$ cat src/include/azt_pkg.sv
package azt_pkg;

    localparam int ZONES = 4;
    localparam int CHANS = 4;
    localparam int THR_W = 13;

    // thresholds in hundredths of nominal current (step 0.01)
    localparam logic [12:0] PH_THR_RST  = 13'h0078;
    localparam logic [12:0] RES_THR_RST = 13'h0078;

    // program cycle is 5 ms at 25 MHz
    localparam int CLK_HZ       = 25000000;
    localparam int CYCLE_US     = 5000;
    localparam int CYCLE_CLKS   = CYCLE_US * (CLK_HZ / 1000000);
    localparam int SAMPLES_RST  = 1;

    // register offsets
    localparam logic [3:0] A_ZONE_EN   = 4'h0;
    localparam logic [3:0] A_PH_EN     = 4'h1;
    localparam logic [3:0] A_RES_EN    = 4'h2;
    localparam logic [3:0] A_LIGHT_EN  = 4'h3;
    localparam logic [3:0] A_PRES_EN   = 4'h4;
    localparam logic [3:0] A_DI_MODE   = 4'h5;
    localparam logic [3:0] A_PH_THR    = 4'h6;
    localparam logic [3:0] A_RES_THR   = 4'h7;
    localparam logic [3:0] A_RES_SEL   = 4'h8;
    localparam logic [3:0] A_SAMPLES   = 4'h9;
    localparam logic [3:0] A_SENS_CFG  = 4'hA;
    localparam logic [3:0] A_CONDITION = 4'hB;
    localparam logic [3:0] A_SENS_STAT = 4'hC;

    typedef enum logic [1:0] {
        DI_OFF   = 2'b00,
        DI_LIGHT = 2'b01,
        DI_CURR  = 2'b10
    } azt_di_mode_t;

    typedef enum logic [1:0] {
        RS_NONE = 2'b00,
        RS_ONE  = 2'b01,
        RS_TWO  = 2'b10
    } azt_res_sel_t;

endpackage

$ cat src/rtl/azt_sync.sv
`timescale 1ns/1ps
`default_nettype none
module azt_sync #(
    parameter int W = 1
) (
    input  wire logic         clock_in,
    input  wire logic         rst_in,
    input  wire logic [W-1:0] d_in,
    output logic      [W-1:0] q_out
);
    logic [W-1:0] s1_q;
    logic [W-1:0] s2_q;
    logic [W-1:0] s3_q;

    // change accepted once stages two and three agree
    always_ff @(posedge clock_in) begin
        if (rst_in) begin
            s1_q  <= '0;
            s2_q  <= '0;
            s3_q  <= '0;
            q_out <= '0;
        end else begin
            s1_q <= d_in;
            s2_q <= s1_q;
            s3_q <= s2_q;
            for (int i = 0; i < W; i++) begin
                if (s2_q[i] == s3_q[i]) begin
                    q_out[i] <= s3_q[i];
                end
            end
        end
    end
endmodule
`default_nettype wire

$ cat src/rtl/azt_cur_cond.sv
`timescale 1ns/1ps
`default_nettype none
module azt_cur_cond (
    input  wire logic        clock_in,
    input  wire logic        rst_in,
    input  wire logic        sample_in,
    input  wire logic        over_in,
    input  wire logic [7:0]  need_in,
    output logic             cond_out
);
    logic [7:0] cnt_q;

    // consecutive over-limit samples; any sample at or below the limit clears
    always_ff @(posedge clock_in) begin
        if (rst_in) begin
            cnt_q    <= 8'h00;
            cond_out <= 1'b0;
        end else if (sample_in) begin
            if (over_in) begin
                if (cnt_q != 8'hFF) begin
                    cnt_q <= cnt_q + 8'h01;
                end
                // nine bits so a saturated count does not wrap and drop the condition
                cond_out <= (({1'b0, cnt_q} + 9'h001) >= {1'b0, need_in});
            end else begin
                cnt_q    <= 8'h00;
                cond_out <= 1'b0;
            end
        end
    end
endmodule
`default_nettype wire

$ cat src/rtl/azt_zone_trip.sv
// The implementer's own choices: strobed register access and the address map.
`timescale 1ns/1ps
`default_nettype none
// Notes on behaviour
// - four zones, each enabled separately; disabled zone never trips or blocks
// - phase threshold in hundredths of nominal, reset value 1.20
// - residual threshold in hundredths of nominal, reset value 1.20
// - residual source select: none, channel one or two; default none
// - zone pick-up depends on which current and sensor inputs are enabled
// - phase enable: light trips only while phase overcurrent holds
// - residual enable: light trips only while residual overcurrent holds
// - per-zone light enable for each of four channels
// - per-zone pressure enable for each of four channels
// - digital input modes off, light, current; light mode trips alone
// - current mode trips only with digital input and a channel detection
// - settings change at any time without halting the trip logic
// - live trip and blocked flags per zone
// - live sensor status: current blocked/start, light, pressure, input, faults
// - blocking input sampled at the start of each program cycle
// - pick-up with blocking inactive asserts the zone trip
// - pick-up with blocking active gives blocked, no trip for that event
// - current condition after required number of over-limit 5 ms samples
// - channel configuration fault when sensed count differs from configured
// cycle length overridable; default is the 5 ms program cycle
module azt_zone_trip #(
    parameter int CYC_CLKS = azt_pkg::CYCLE_CLKS
) (
    input  wire logic        clock_in,
    input  wire logic        rst_in,
    input  wire logic [3:0]  addr_in,
    input  wire logic [31:0] wdata_in,
    input  wire logic        wr_in,
    input  wire logic        rd_in,
    output logic      [31:0] rdata_out,
    input  wire logic [3:0]  light_in,
    input  wire logic [3:0]  pres_in,
    input  wire logic        di_in,
    input  wire logic        block_in,
    input  wire logic        io_fault_in,
    input  wire logic [7:0]  sens_count_in,
    input  wire logic [12:0] ph_cur_in,
    input  wire logic [12:0] res1_cur_in,
    input  wire logic [12:0] res2_cur_in,
    input  wire logic        sample_in,
    output logic      [3:0]  trip_out,
    output logic      [3:0]  blocked_out,
    output logic             ph_start_out,
    output logic             res_start_out,
    output logic             ph_blocked_out,
    output logic             res_blocked_out,
    output logic      [3:0]  sens_fault_out
);
    logic [3:0]  zone_en_q;
    logic [3:0]  ph_en_q;
    logic [3:0]  res_en_q;
    logic [15:0] light_en_q;
    logic [15:0] pres_en_q;
    logic [7:0]  di_mode_q;
    logic [12:0] ph_thr_q;
    logic [12:0] res_thr_q;
    logic [1:0]  res_sel_q;
    logic [7:0]  samples_q;
    logic [7:0]  sens_cfg_q;
    logic [23:0] cyc_cnt_q;
    logic        cyc_tick_q;
    logic        block_q;
    logic [3:0]  pick_q;
    logic [3:0]  pick_d;

    logic [3:0]  light_s;
    logic [3:0]  pres_s;
    logic        di_s;
    logic        block_s;
    logic        iof_s;
    logic [7:0]  cnt_s;
    logic        ph_cond;
    logic        res_cond;
    logic [12:0] res_cur;
    logic        samp_s;

    azt_sync #(.W(20)) u_sync (
        .clock_in (clock_in),
        .rst_in   (rst_in),
        .d_in     ({light_in, pres_in, di_in, block_in, io_fault_in, sens_count_in,
                    sample_in}),
        .q_out    ({light_s, pres_s, di_s, block_s, iof_s, cnt_s, samp_s})
    );

    // register writes; settings take effect next cycle, logic never halts
    always_ff @(posedge clock_in) begin
        if (rst_in) begin
            zone_en_q  <= 4'h0;
            ph_en_q    <= 4'h0;
            res_en_q   <= 4'h0;
            light_en_q <= 16'h0000;
            pres_en_q  <= 16'h0000;
            di_mode_q  <= 8'h00;
            ph_thr_q   <= azt_pkg::PH_THR_RST;
            res_thr_q  <= azt_pkg::RES_THR_RST;
            res_sel_q  <= azt_pkg::RS_NONE;
            samples_q  <= 8'(azt_pkg::SAMPLES_RST);
            sens_cfg_q <= 8'h00;
        end else if (wr_in) begin
            unique case (addr_in)
                azt_pkg::A_ZONE_EN:  zone_en_q  <= wdata_in[3:0];
                azt_pkg::A_PH_EN:    ph_en_q    <= wdata_in[3:0];
                azt_pkg::A_RES_EN:   res_en_q   <= wdata_in[3:0];
                azt_pkg::A_LIGHT_EN: light_en_q <= wdata_in[15:0];
                azt_pkg::A_PRES_EN:  pres_en_q  <= wdata_in[15:0];
                azt_pkg::A_DI_MODE:  di_mode_q  <= wdata_in[7:0];
                azt_pkg::A_PH_THR:   ph_thr_q   <= wdata_in[12:0];
                azt_pkg::A_RES_THR:  res_thr_q  <= wdata_in[12:0];
                azt_pkg::A_RES_SEL:  res_sel_q  <= wdata_in[1:0];
                azt_pkg::A_SAMPLES:  samples_q  <= wdata_in[7:0];
                azt_pkg::A_SENS_CFG: sens_cfg_q <= wdata_in[7:0];
                default: ;
            endcase
        end
    end

    always_comb begin
        unique case (res_sel_q)
            azt_pkg::RS_ONE: res_cur = res1_cur_in;
            azt_pkg::RS_TWO: res_cur = res2_cur_in;
            default:         res_cur = 13'h0000;
        endcase
    end

    azt_cur_cond u_ph (
        .clock_in  (clock_in),
        .rst_in    (rst_in),
        .sample_in (samp_s),
        .over_in   (ph_cur_in > ph_thr_q),
        .need_in   (samples_q),
        .cond_out  (ph_cond)
    );

    azt_cur_cond u_res (
        .clock_in  (clock_in),
        .rst_in    (rst_in),
        .sample_in (samp_s),
        .over_in   ((res_sel_q != azt_pkg::RS_NONE) && (res_cur > res_thr_q)),
        .need_in   (samples_q),
        .cond_out  (res_cond)
    );

    // program cycle divider
    always_ff @(posedge clock_in) begin
        if (rst_in) begin
            cyc_cnt_q  <= 24'h000000;
            cyc_tick_q <= 1'b0;
        end else if (cyc_cnt_q == 24'(CYC_CLKS - 1)) begin
            cyc_cnt_q  <= 24'h000000;
            cyc_tick_q <= 1'b1;
        end else begin
            cyc_cnt_q  <= cyc_cnt_q + 24'h000001;
            cyc_tick_q <= 1'b0;
        end
    end

    // block latched at cycle start for the current start/blocked flags; zone outputs use block_s
    always_ff @(posedge clock_in) begin
        if (rst_in) begin
            block_q <= 1'b0;
        end else if (cyc_tick_q) begin
            block_q <= block_s;
        end
    end

    genvar z;
    generate
        for (z = 0; z < azt_pkg::ZONES; z++) begin : g_zone
            logic [3:0] lit;
            logic [3:0] prs;
            logic       any_det;
            logic [1:0] mode;
            logic       det;
            assign lit     = light_s & light_en_q[4*z +: 4];
            assign prs     = pres_s  & pres_en_q[4*z +: 4];
            assign any_det = |(light_s | pres_s);
            assign mode    = di_mode_q[2*z +: 2];
            assign det = (|lit) || (|prs)
                      || (mode == azt_pkg::DI_LIGHT && di_s)
                      || (mode == azt_pkg::DI_CURR && di_s && any_det);
            // pick-up: detections gated by each enabled current condition
            assign pick_d[z] = zone_en_q[z] && det
                            && (!ph_en_q[z] || ph_cond)
                            && (!res_en_q[z] || res_cond);
        end
    endgenerate

    // outputs evaluated once per program cycle, on the same edge that loads block_q, from block_s
    always_ff @(posedge clock_in) begin
        if (rst_in) begin
            pick_q      <= 4'h0;
            trip_out    <= 4'h0;
            blocked_out <= 4'h0;
        end else if (cyc_tick_q) begin
            pick_q <= pick_d;
            for (int i = 0; i < azt_pkg::ZONES; i++) begin
                if (!pick_d[i]) begin
                    trip_out[i]    <= 1'b0;
                    blocked_out[i] <= 1'b0;
                end else if (!pick_q[i]) begin
                    // decision fixed at pick-up; no re-evaluation for this event
                    trip_out[i]    <= !block_s;
                    blocked_out[i] <= block_s;
                end
            end
        end
    end

    always_ff @(posedge clock_in) begin
        if (rst_in) begin
            ph_start_out    <= 1'b0;
            res_start_out   <= 1'b0;
            ph_blocked_out  <= 1'b0;
            res_blocked_out <= 1'b0;
            sens_fault_out  <= 4'h0;
        end else begin
            ph_start_out    <= ph_cond && !block_q;
            res_start_out   <= res_cond && !block_q;
            ph_blocked_out  <= ph_cond && block_q;
            res_blocked_out <= res_cond && block_q;
            for (int c = 0; c < azt_pkg::CHANS; c++) begin
                sens_fault_out[c] <= cnt_s[2*c +: 2] != sens_cfg_q[2*c +: 2];
            end
        end
    end

    // read port, data valid in the cycle after the strobe
    always_ff @(posedge clock_in) begin
        if (rst_in) begin
            rdata_out <= 32'h00000000;
        end else if (rd_in) begin
            unique case (addr_in)
                azt_pkg::A_ZONE_EN:   rdata_out <= {28'h0, zone_en_q};
                azt_pkg::A_PH_EN:     rdata_out <= {28'h0, ph_en_q};
                azt_pkg::A_RES_EN:    rdata_out <= {28'h0, res_en_q};
                azt_pkg::A_LIGHT_EN:  rdata_out <= {16'h0, light_en_q};
                azt_pkg::A_PRES_EN:   rdata_out <= {16'h0, pres_en_q};
                azt_pkg::A_DI_MODE:   rdata_out <= {24'h0, di_mode_q};
                azt_pkg::A_PH_THR:    rdata_out <= {19'h0, ph_thr_q};
                azt_pkg::A_RES_THR:   rdata_out <= {19'h0, res_thr_q};
                azt_pkg::A_RES_SEL:   rdata_out <= {30'h0, res_sel_q};
                azt_pkg::A_SAMPLES:   rdata_out <= {24'h0, samples_q};
                azt_pkg::A_SENS_CFG:  rdata_out <= {24'h0, sens_cfg_q};
                azt_pkg::A_CONDITION: rdata_out <= {24'h0, blocked_out, trip_out};
                azt_pkg::A_SENS_STAT: rdata_out <= {10'h0, iof_s, sens_fault_out, di_s,
                                                    pres_s, light_s, 4'h0, res_start_out,
                                                    res_blocked_out, ph_start_out,
                                                    ph_blocked_out};
                default:              rdata_out <= 32'h00000000;
            endcase
        end
    end
endmodule
`default_nettype wire

$ cat config.mk
export PLATFORM = sky130hd
export DESIGN_NAME = azt_zone_trip
export DESIGN_NICKNAME = d
export VERILOG_FILES = /design/src/include/azt_pkg.sv /design/src/rtl/azt_sync.sv /design/src/rtl/azt_cur_cond.sv /design/src/rtl/azt_zone_trip.sv
export SDC_FILE = /design/constraint.sdc
export NUM_CORES = 1
export LEC_CHECK = 0
export ABC_AREA = 0
export ABC_CLOCK_PERIOD_IN_PS = 3600
export BUFFER_PORTS_ARGS = -buffer_cell sky130_fd_sc_hd__buf_2
export CORE_MARGIN = 5
export CORE_UTILIZATION = 45
export DETAILED_ROUTE_END_ITERATION = 7
export GPL_ROUTABILITY_DRIVEN = 1
export SLEW_MARGIN = 20
export SYNTH_ARGS = -nofsm -noshare
export SYNTH_HDL_FRONTEND = slang
export SYNTH_SLANG_ARGS = --single-unit
$ cat constraint.sdc
create_clock -name clock_in -period 3.6 [get_ports clock_in]
set_input_delay 1.08 -clock clock_in [delete_from_list [all_inputs] [get_ports clock_in]]
set_output_delay 1.08 -clock clock_in [all_outputs]
set_load 0.01 [all_outputs]
## Word level (Yosys, flattened, before mapping)

Cells that the tools add are included.

- Register bits: 272
- Latch bits: 0
- Bits in writable memories: 0
- ROM bits: 0
- Input bits: 99
- Output and inout bits: 48
- Logic and storage cells: 242
- Memories kept: 0

- Add/sub/neg operators: 5
- Multiply operators: 0
- Divide/modulo/power cells: 0
- Order comparisons: 4
- Equal/unequal tests: 55
- Shifts and indexed selects: 0
- Muxes and demuxes: 25
- Bitwise gates (word level): 9
- Reduce and logical (&&, ||, !) cells: 88

Operator list:

| operator | count |
|---|---|
| 22-bit case mux with 13 select lines | 1 |
| 4-bit OR reduction | 9 |
| 2-bit AND reduction | 17 |
| 4-bit AND | 8 |
| 8-bit 2-to-1 mux | 4 |
| 1-bit logical AND | 29 |
| 13-bit greater-than comparator | 2 |
| 13-bit case mux with 2 select lines | 1 |
| 24-bit by 1-bit adder with 24-bit output, second input constant | 1 |
| 24-bit by 17-bit == test with 1-bit output, second input constant | 1 |
| 1-bit == test | 20 |
| 4-bit == test, second input constant | 5 |
| 1-bit logical OR | 20 |
| 1-bit 2-to-1 mux | 19 |
| 8-bit by 1-bit adder with 9-bit output, second input constant | 2 |
| 9-bit by 8-bit greater-or-equal comparator with 1-bit output | 2 |
| 8-bit by 1-bit adder with 8-bit output, second input constant | 2 |
| 4-bit by 3-bit == test with 1-bit output, second input constant | 4 |
| 8-bit != test, second input constant | 2 |
| 2-bit != test, second input constant | 6 |
| 2-bit by 1-bit == test with 1-bit output, second input constant | 5 |
| 2-bit == test, second input constant | 5 |
| 1-bit zero test | 10 |
| 4-bit by 2-bit == test with 1-bit output, second input constant | 2 |
| other kinds (6) | 9 |

## Depth between registers and ports, before layout

- Word-level depth: 10
- Gate-level depth with buffers: 12

## Hierarchy

Synthesis repeated with hierarchy kept, for this count alone.

- Cells, all modules: 1413
- Area total of the unflattened synthesis: 12554.5 sq um

By module, submodules not included:

| module | instances | cells each | area each (sq um) |
|---|---|---|---|
| azt_zone_trip | 1 | 1022 | 8326.7 |
| azt_sync | 1 | 209 | 2763.9 |
| azt_cur_cond | 2 | 91 | 732.0 |

## Worst setup path after synthesis

OpenSTA, ideal clock, no wires.

- Path kind: input to register
- Start: input port res2_cur_in[12]
- End: register u_res.cnt_q[0]
- Library setup time: 121 ps
- Arrival: 2660 ps
- Data required time: 3479 ps
- Setup slack: 819 ps
- Stages: 8
- Path buffers: 0
- Path through: a22oi_1 > nor2b_1 > ha_1 > nand4_1 > o41ai_2 > or3_4 > o22ai_4 > mux2_2

- Word-level cells in the longest chain between the ends: 5
- Elaborated cells on any way between the ends: 6
- Those cells by class: 1 x order compare; 1 x eq/ne; 2 x mux; 2 x reduce/logical

RTL lines:

| what | RTL line | source |
|---|---|---|
| from (decl) | azt_zone_trip.sv:43 | `input wire logic [12:0] res2_cur_in,` |
| 13-bit case mux with 2 select lines * | azt_zone_trip.sv:122 | `unique case (res_sel_q)` |
| 13-bit greater-than comparator * | azt_zone_trip.sv:142 | `.over_in ((res_sel_q != azt_pkg::RS_NONE) && (res_cur > res_thr_q)),` |
| 1-bit logical AND * | azt_zone_trip.sv:142 |  |
| 2-bit != test (no source line) | - |  |
| 2-bit AND reduction (no source line) | - |  |
| to (signal assigned) | azt_cur_cond.sv:21 | `cnt_q <= cnt_q + 8'h01;` |
| to (decl) | azt_cur_cond.sv:11 | `logic [7:0] cnt_q;` |

Mark *: on every way between the ends. The rest lies on a longest branch, timed or not.
A chain may end at the register's enable or synchronous reset.

## Final worst setup path

- Start: register res_sel_q[0]
- End: register u_res.cnt_q[0]

- Word-level cells in the longest chain between the ends: 6
- Elaborated cells on any way between the ends: 9
- Those cells by class: 1 x order compare; 3 x eq/ne; 2 x mux; 3 x reduce/logical

RTL lines:

| what | RTL line | source |
|---|---|---|
| from (decl) | azt_zone_trip.sv:61 | `logic [1:0] res_sel_q;` |
| from (signal assigned) | azt_zone_trip.sv:100 | `res_sel_q <= azt_pkg::RS_NONE;` |
| from (signal assigned) | azt_zone_trip.sv:113 | `azt_pkg::A_RES_SEL: res_sel_q <= wdata_in[1:0];` |
| 2-bit == test or 2-bit by 1-bit == test with 1-bit output (tied branches) | azt_zone_trip.sv:122 |  |
| 13-bit case mux with 2 select lines | azt_zone_trip.sv:122 |  |
| 13-bit greater-than comparator | azt_zone_trip.sv:142 |  |
| 1-bit logical AND * | azt_zone_trip.sv:142 |  |
| 2-bit != test (no source line) | - |  |
| 2-bit AND reduction (no source line) | - |  |

Marks and branches as above.

==> out/qor.csv <==
metric,value,unit
"EDFF count, synth",0,
Post-Synth Simple-Gate Area,0.213,
Die Y,173,um
largest family of logic cells by synthesized area,simple AND/OR/NAND/NOR gates,
total CTS buffers,28,
htree depth,1,
largest net degree at the start of global routing,151,
CP max stage delay,0.41,ns
Vias/cell,5.46,
clock root cell,clkbuf_16,
Syn Area/Cell,8.78,um2
DP HPWL,23800,um
Final Non-Filler Cells,1808,
"commonest non-fill, non-tap cell in the layout",dfxtp_1,
Sequential Power Share,0.495,
first-pass GRT wire length,51600,um
antenna violations before repair,0,
Worst R2R Path Depth,11,
Sw Share,0.229,
Slew HR,0.394,
Sink Count,262,
dpl ws,0.418,ns
minimum clock period,2.90,ns
Power Total,6020,uW
layout cells sized above 1,0.147,
r2r endpoint,u_res.cnt_q[0]$_SDFFE_PP0P_,
Worst VDD drop,0.344,mV
Yosys Warn Count,0,
Post-Route M1 WL,14500,um
Tot GR Track Use,0.211,
number of global-route vias before repair,9372,
RR Startpoint,res_sel_q[0]$_SDFFE_PP0P_,
FMAX,345,MHz
DR DRC count,0,
initial drt markers,928,
mux cell area share after synthesis,0.0382,
Vias,9871,
final critical-path share of the clock period,0.806,
Setup Crit Path Kind,flop to flop,
Worst Setup EP,u_res.cnt_q[0]$_SDFFE_PP0P_,
Sum Neg Setup Slack,0,ns
Int Pwr,4640,uW
Cells after DPL,1760,
worst hold path type,flop to flop,
"commonest non-fill, non-tap cells in the layout","dfxtp_1 (262), nand2_1 (204), a21oi_1 (127)",
synthesized flop and latch total,262,
Synth Area in Compound Gates,0.176,
total wire length,32700,um
Reg2Reg Setup Slack,0.70,ns
Syn Inst Count,1368,
core area,26100,um2
# nets final,1602,
endpoint class of the critical path,flop,
DR WL/cell,18.1,um
Crit path required time,4.08,ns
Leak Pwr,0.00533,uW
skew final,0.0281,ns
highest routed metal layer,met4,
final setup vio count,0,
sequential area share after synthesis,0.437,
crit path launch type,flop,
top_reg_cell synth,dfxtp_1,
unrepaired setup endpoints after global routing,no,
critical-path cell list,inv_1 > ha_1 > a22oi_1 > nor2b_1 > ha_1 > nand3_1 > o21bai_1 > a211oi_1 > nor2_1 > nor2b_1 > mux2_2,
worst slew pin tran,0.909,ns
Pwr Density,442,nW/um2
clk_lat worst skew,0.56,ns
Die ar.,30000,um2
Crit Path Max Fanout,13,
"Slew Viols, Final",0,
antenna cell count,0,
Initial Utilization,0.459,
Netlist cell types,84,
DR WL met2,14600,um
met3 wire length,2520,um
1st-pass router iterations,6,
CP Launch Point,res_sel_q[0]$_SDFFE_PP0P_,
"FFs w/ async S/R, synth",0,
chip width,173,um
Sw Pwr,1380,uW
clock share of power,0.449,
Max Cap Viol,0,
power share of the combinational group,0.056,
Fin. Hold Viols,0,
Placement Rows,59,
ANT nets after route,0,
Hold Buf Count CTS,0,
Synth Area in XOR/XNOR,0.0277,
setup repair bufs after CTS,0,
Port Buffers,120,
fin worst setup slack,0.700,ns
clock tree from TritonCTS,done,
synth-to-layout area growth,13.5,%
CTS resizes,0,
clk buf depth,3,
"Arr. time, crit path",3.38,ns
RePlAce Congestion,0.950,
CP max stage cell,dfxtp_1,
Clock transition at path regs,0.06,ns
Fill cells,2486,
total gr overflow,0,
status,"complete, no violations",
num ports,147,
mapped cell area,12000,um2
Synth Area in Adders,0.0500,
-- stage by stage --
stage	cell area [um2]	utilization	hold slack, ns
after detailed placement	12800	0.488	0.422
final	13600	0.521	0.434
after global placement	12800	0.488	0.419
after CTS	13600	0.521	0.432
after global routing	13600	0.521	0.456
after floorplan	12000	-	0.414
-- synth_stat cells (4+ instances only) --
cell,number,area share
dfxtp_1,262,0.44
nand2_1,204,0.064
a21oi_1,127,0.053
nor2_1,90,0.028
nor2b_1,84,0.044
inv_1,56,0.018
ha_1,48,0.050
mux2i_1,41,0.034
clkbuf_1,36,0.011
nand3_1,34,0.014
a22oi_1,33,0.021
o21ai_0,30,0.013
buf_2,27,0.011
xnor2_1,21,0.015
buf_4,20,0.013
and3_1,18,0.0094
xor2_1,17,0.012
a22o_1,15,0.011
nand2b_1,13,0.0068
nand3b_1,11,0.0069
a222oi_1,10,0.0083
a21o_1,9,0.0056
o221ai_1,9,0.0066
a31oi_1,8,0.0042
nand4_1,8,0.0042
nor3_1,8,0.0033
o211ai_1,8,0.0050
o32ai_1,8,0.0058
clkbuf_2,6,0.0025
nor3_2,6,0.0050
o21a_1,6,0.0038
a221oi_1,5,0.0036
o21bai_1,5,0.0031
a32o_1,4,0.0033
a32oi_1,4,0.0029
nor3b_1,4,0.0025
-- logic make-up (layout without fill, tap and decap cells) --
kind of cell,after synthesis,count (layout)
buffers and inverters,149,245
xor gates and xnor gates,38,38
other,1,10
muxes,45,45
adders and majority gates,48,48
and+or+nand+nor,510,510
DFF,262,262
AOI/OAI and AO/OA,315,315
-- per-layer routing --
metal | vias up | track usage
li1 | 4907 | -
met1 | 4558 | 0.287
met5 | - | 0
met4 | 0 | 0.0645
met3 | 73 | 0.0451
met2 | 333 | 0.336
-- sequential cells by signal (all words and copies together), names as in the netlist, 16 cells and up --
register and flops:
u_sync.q_out 20, u_sync.s2_q 20, pres_en_q 16, cyc_cnt_q 24
rdata_out 22, u_sync.s3_q 20, light_en_q 16, u_sync.s1_q 20
-- final cells by class --
class                           instances  area (um2)  area share
Clock inverter                          7        88.8     0.00652
Inverter                               56         210      0.0154
Sequential cell                       262        5250       0.385
Multi-Input combinational cell        966        6100       0.448
Tap cell                              335         419      0.0308
Clock buffer                           41         779      0.0572
Timing Repair Buffer                  141         777      0.0570
-- worst max-delay path, delay by kind of cell, from the launching register on --
family	cells	cell delay, ns
buffers and inverters	1	0.09
muxes	1	0.23
adders and majority gates	2	0.67
DFF	1	0.41
AOI/OAI and AO/OA	3	0.75
and+or+nand+nor	4	0.70
-- how the worst min path moves through the flow --
stage	depth (start not counted)	slack [ns]	from	endpoint
floorplan	1	0.41	u_sync.s1_q[0]$_SDFF_PP0_	u_sync.s2_q[0]$_SDFF_PP0_
global placement	1	0.42	u_sync.s1_q[16]$_SDFF_PP0_	u_sync.s2_q[16]$_SDFF_PP0_
finish	1	0.43	u_sync.s1_q[12]$_SDFF_PP0_	u_sync.s2_q[12]$_SDFF_PP0_
CTS	1	0.43	u_sync.s1_q[12]$_SDFF_PP0_	u_sync.s2_q[12]$_SDFF_PP0_
detailed placement	1	0.42	u_sync.s1_q[12]$_SDFF_PP0_	u_sync.s2_q[12]$_SDFF_PP0_
global route	1	0.46	u_sync.s1_q[2]$_SDFF_PP0_	u_sync.s2_q[2]$_SDFF_PP0_
-- power by group through the flow --
stage                     registers [uW]  logic, uW  clock network [uW]
after detailed placement            3040        335                   0
final                               2980        338                2700
after CTS                           2980        337                2780
after global routing                2980        370                2900
after global placement              3040        331                   0
after floorplan                     3030        221                   0
Note: power is estimated with default switching activity, not from simulation.
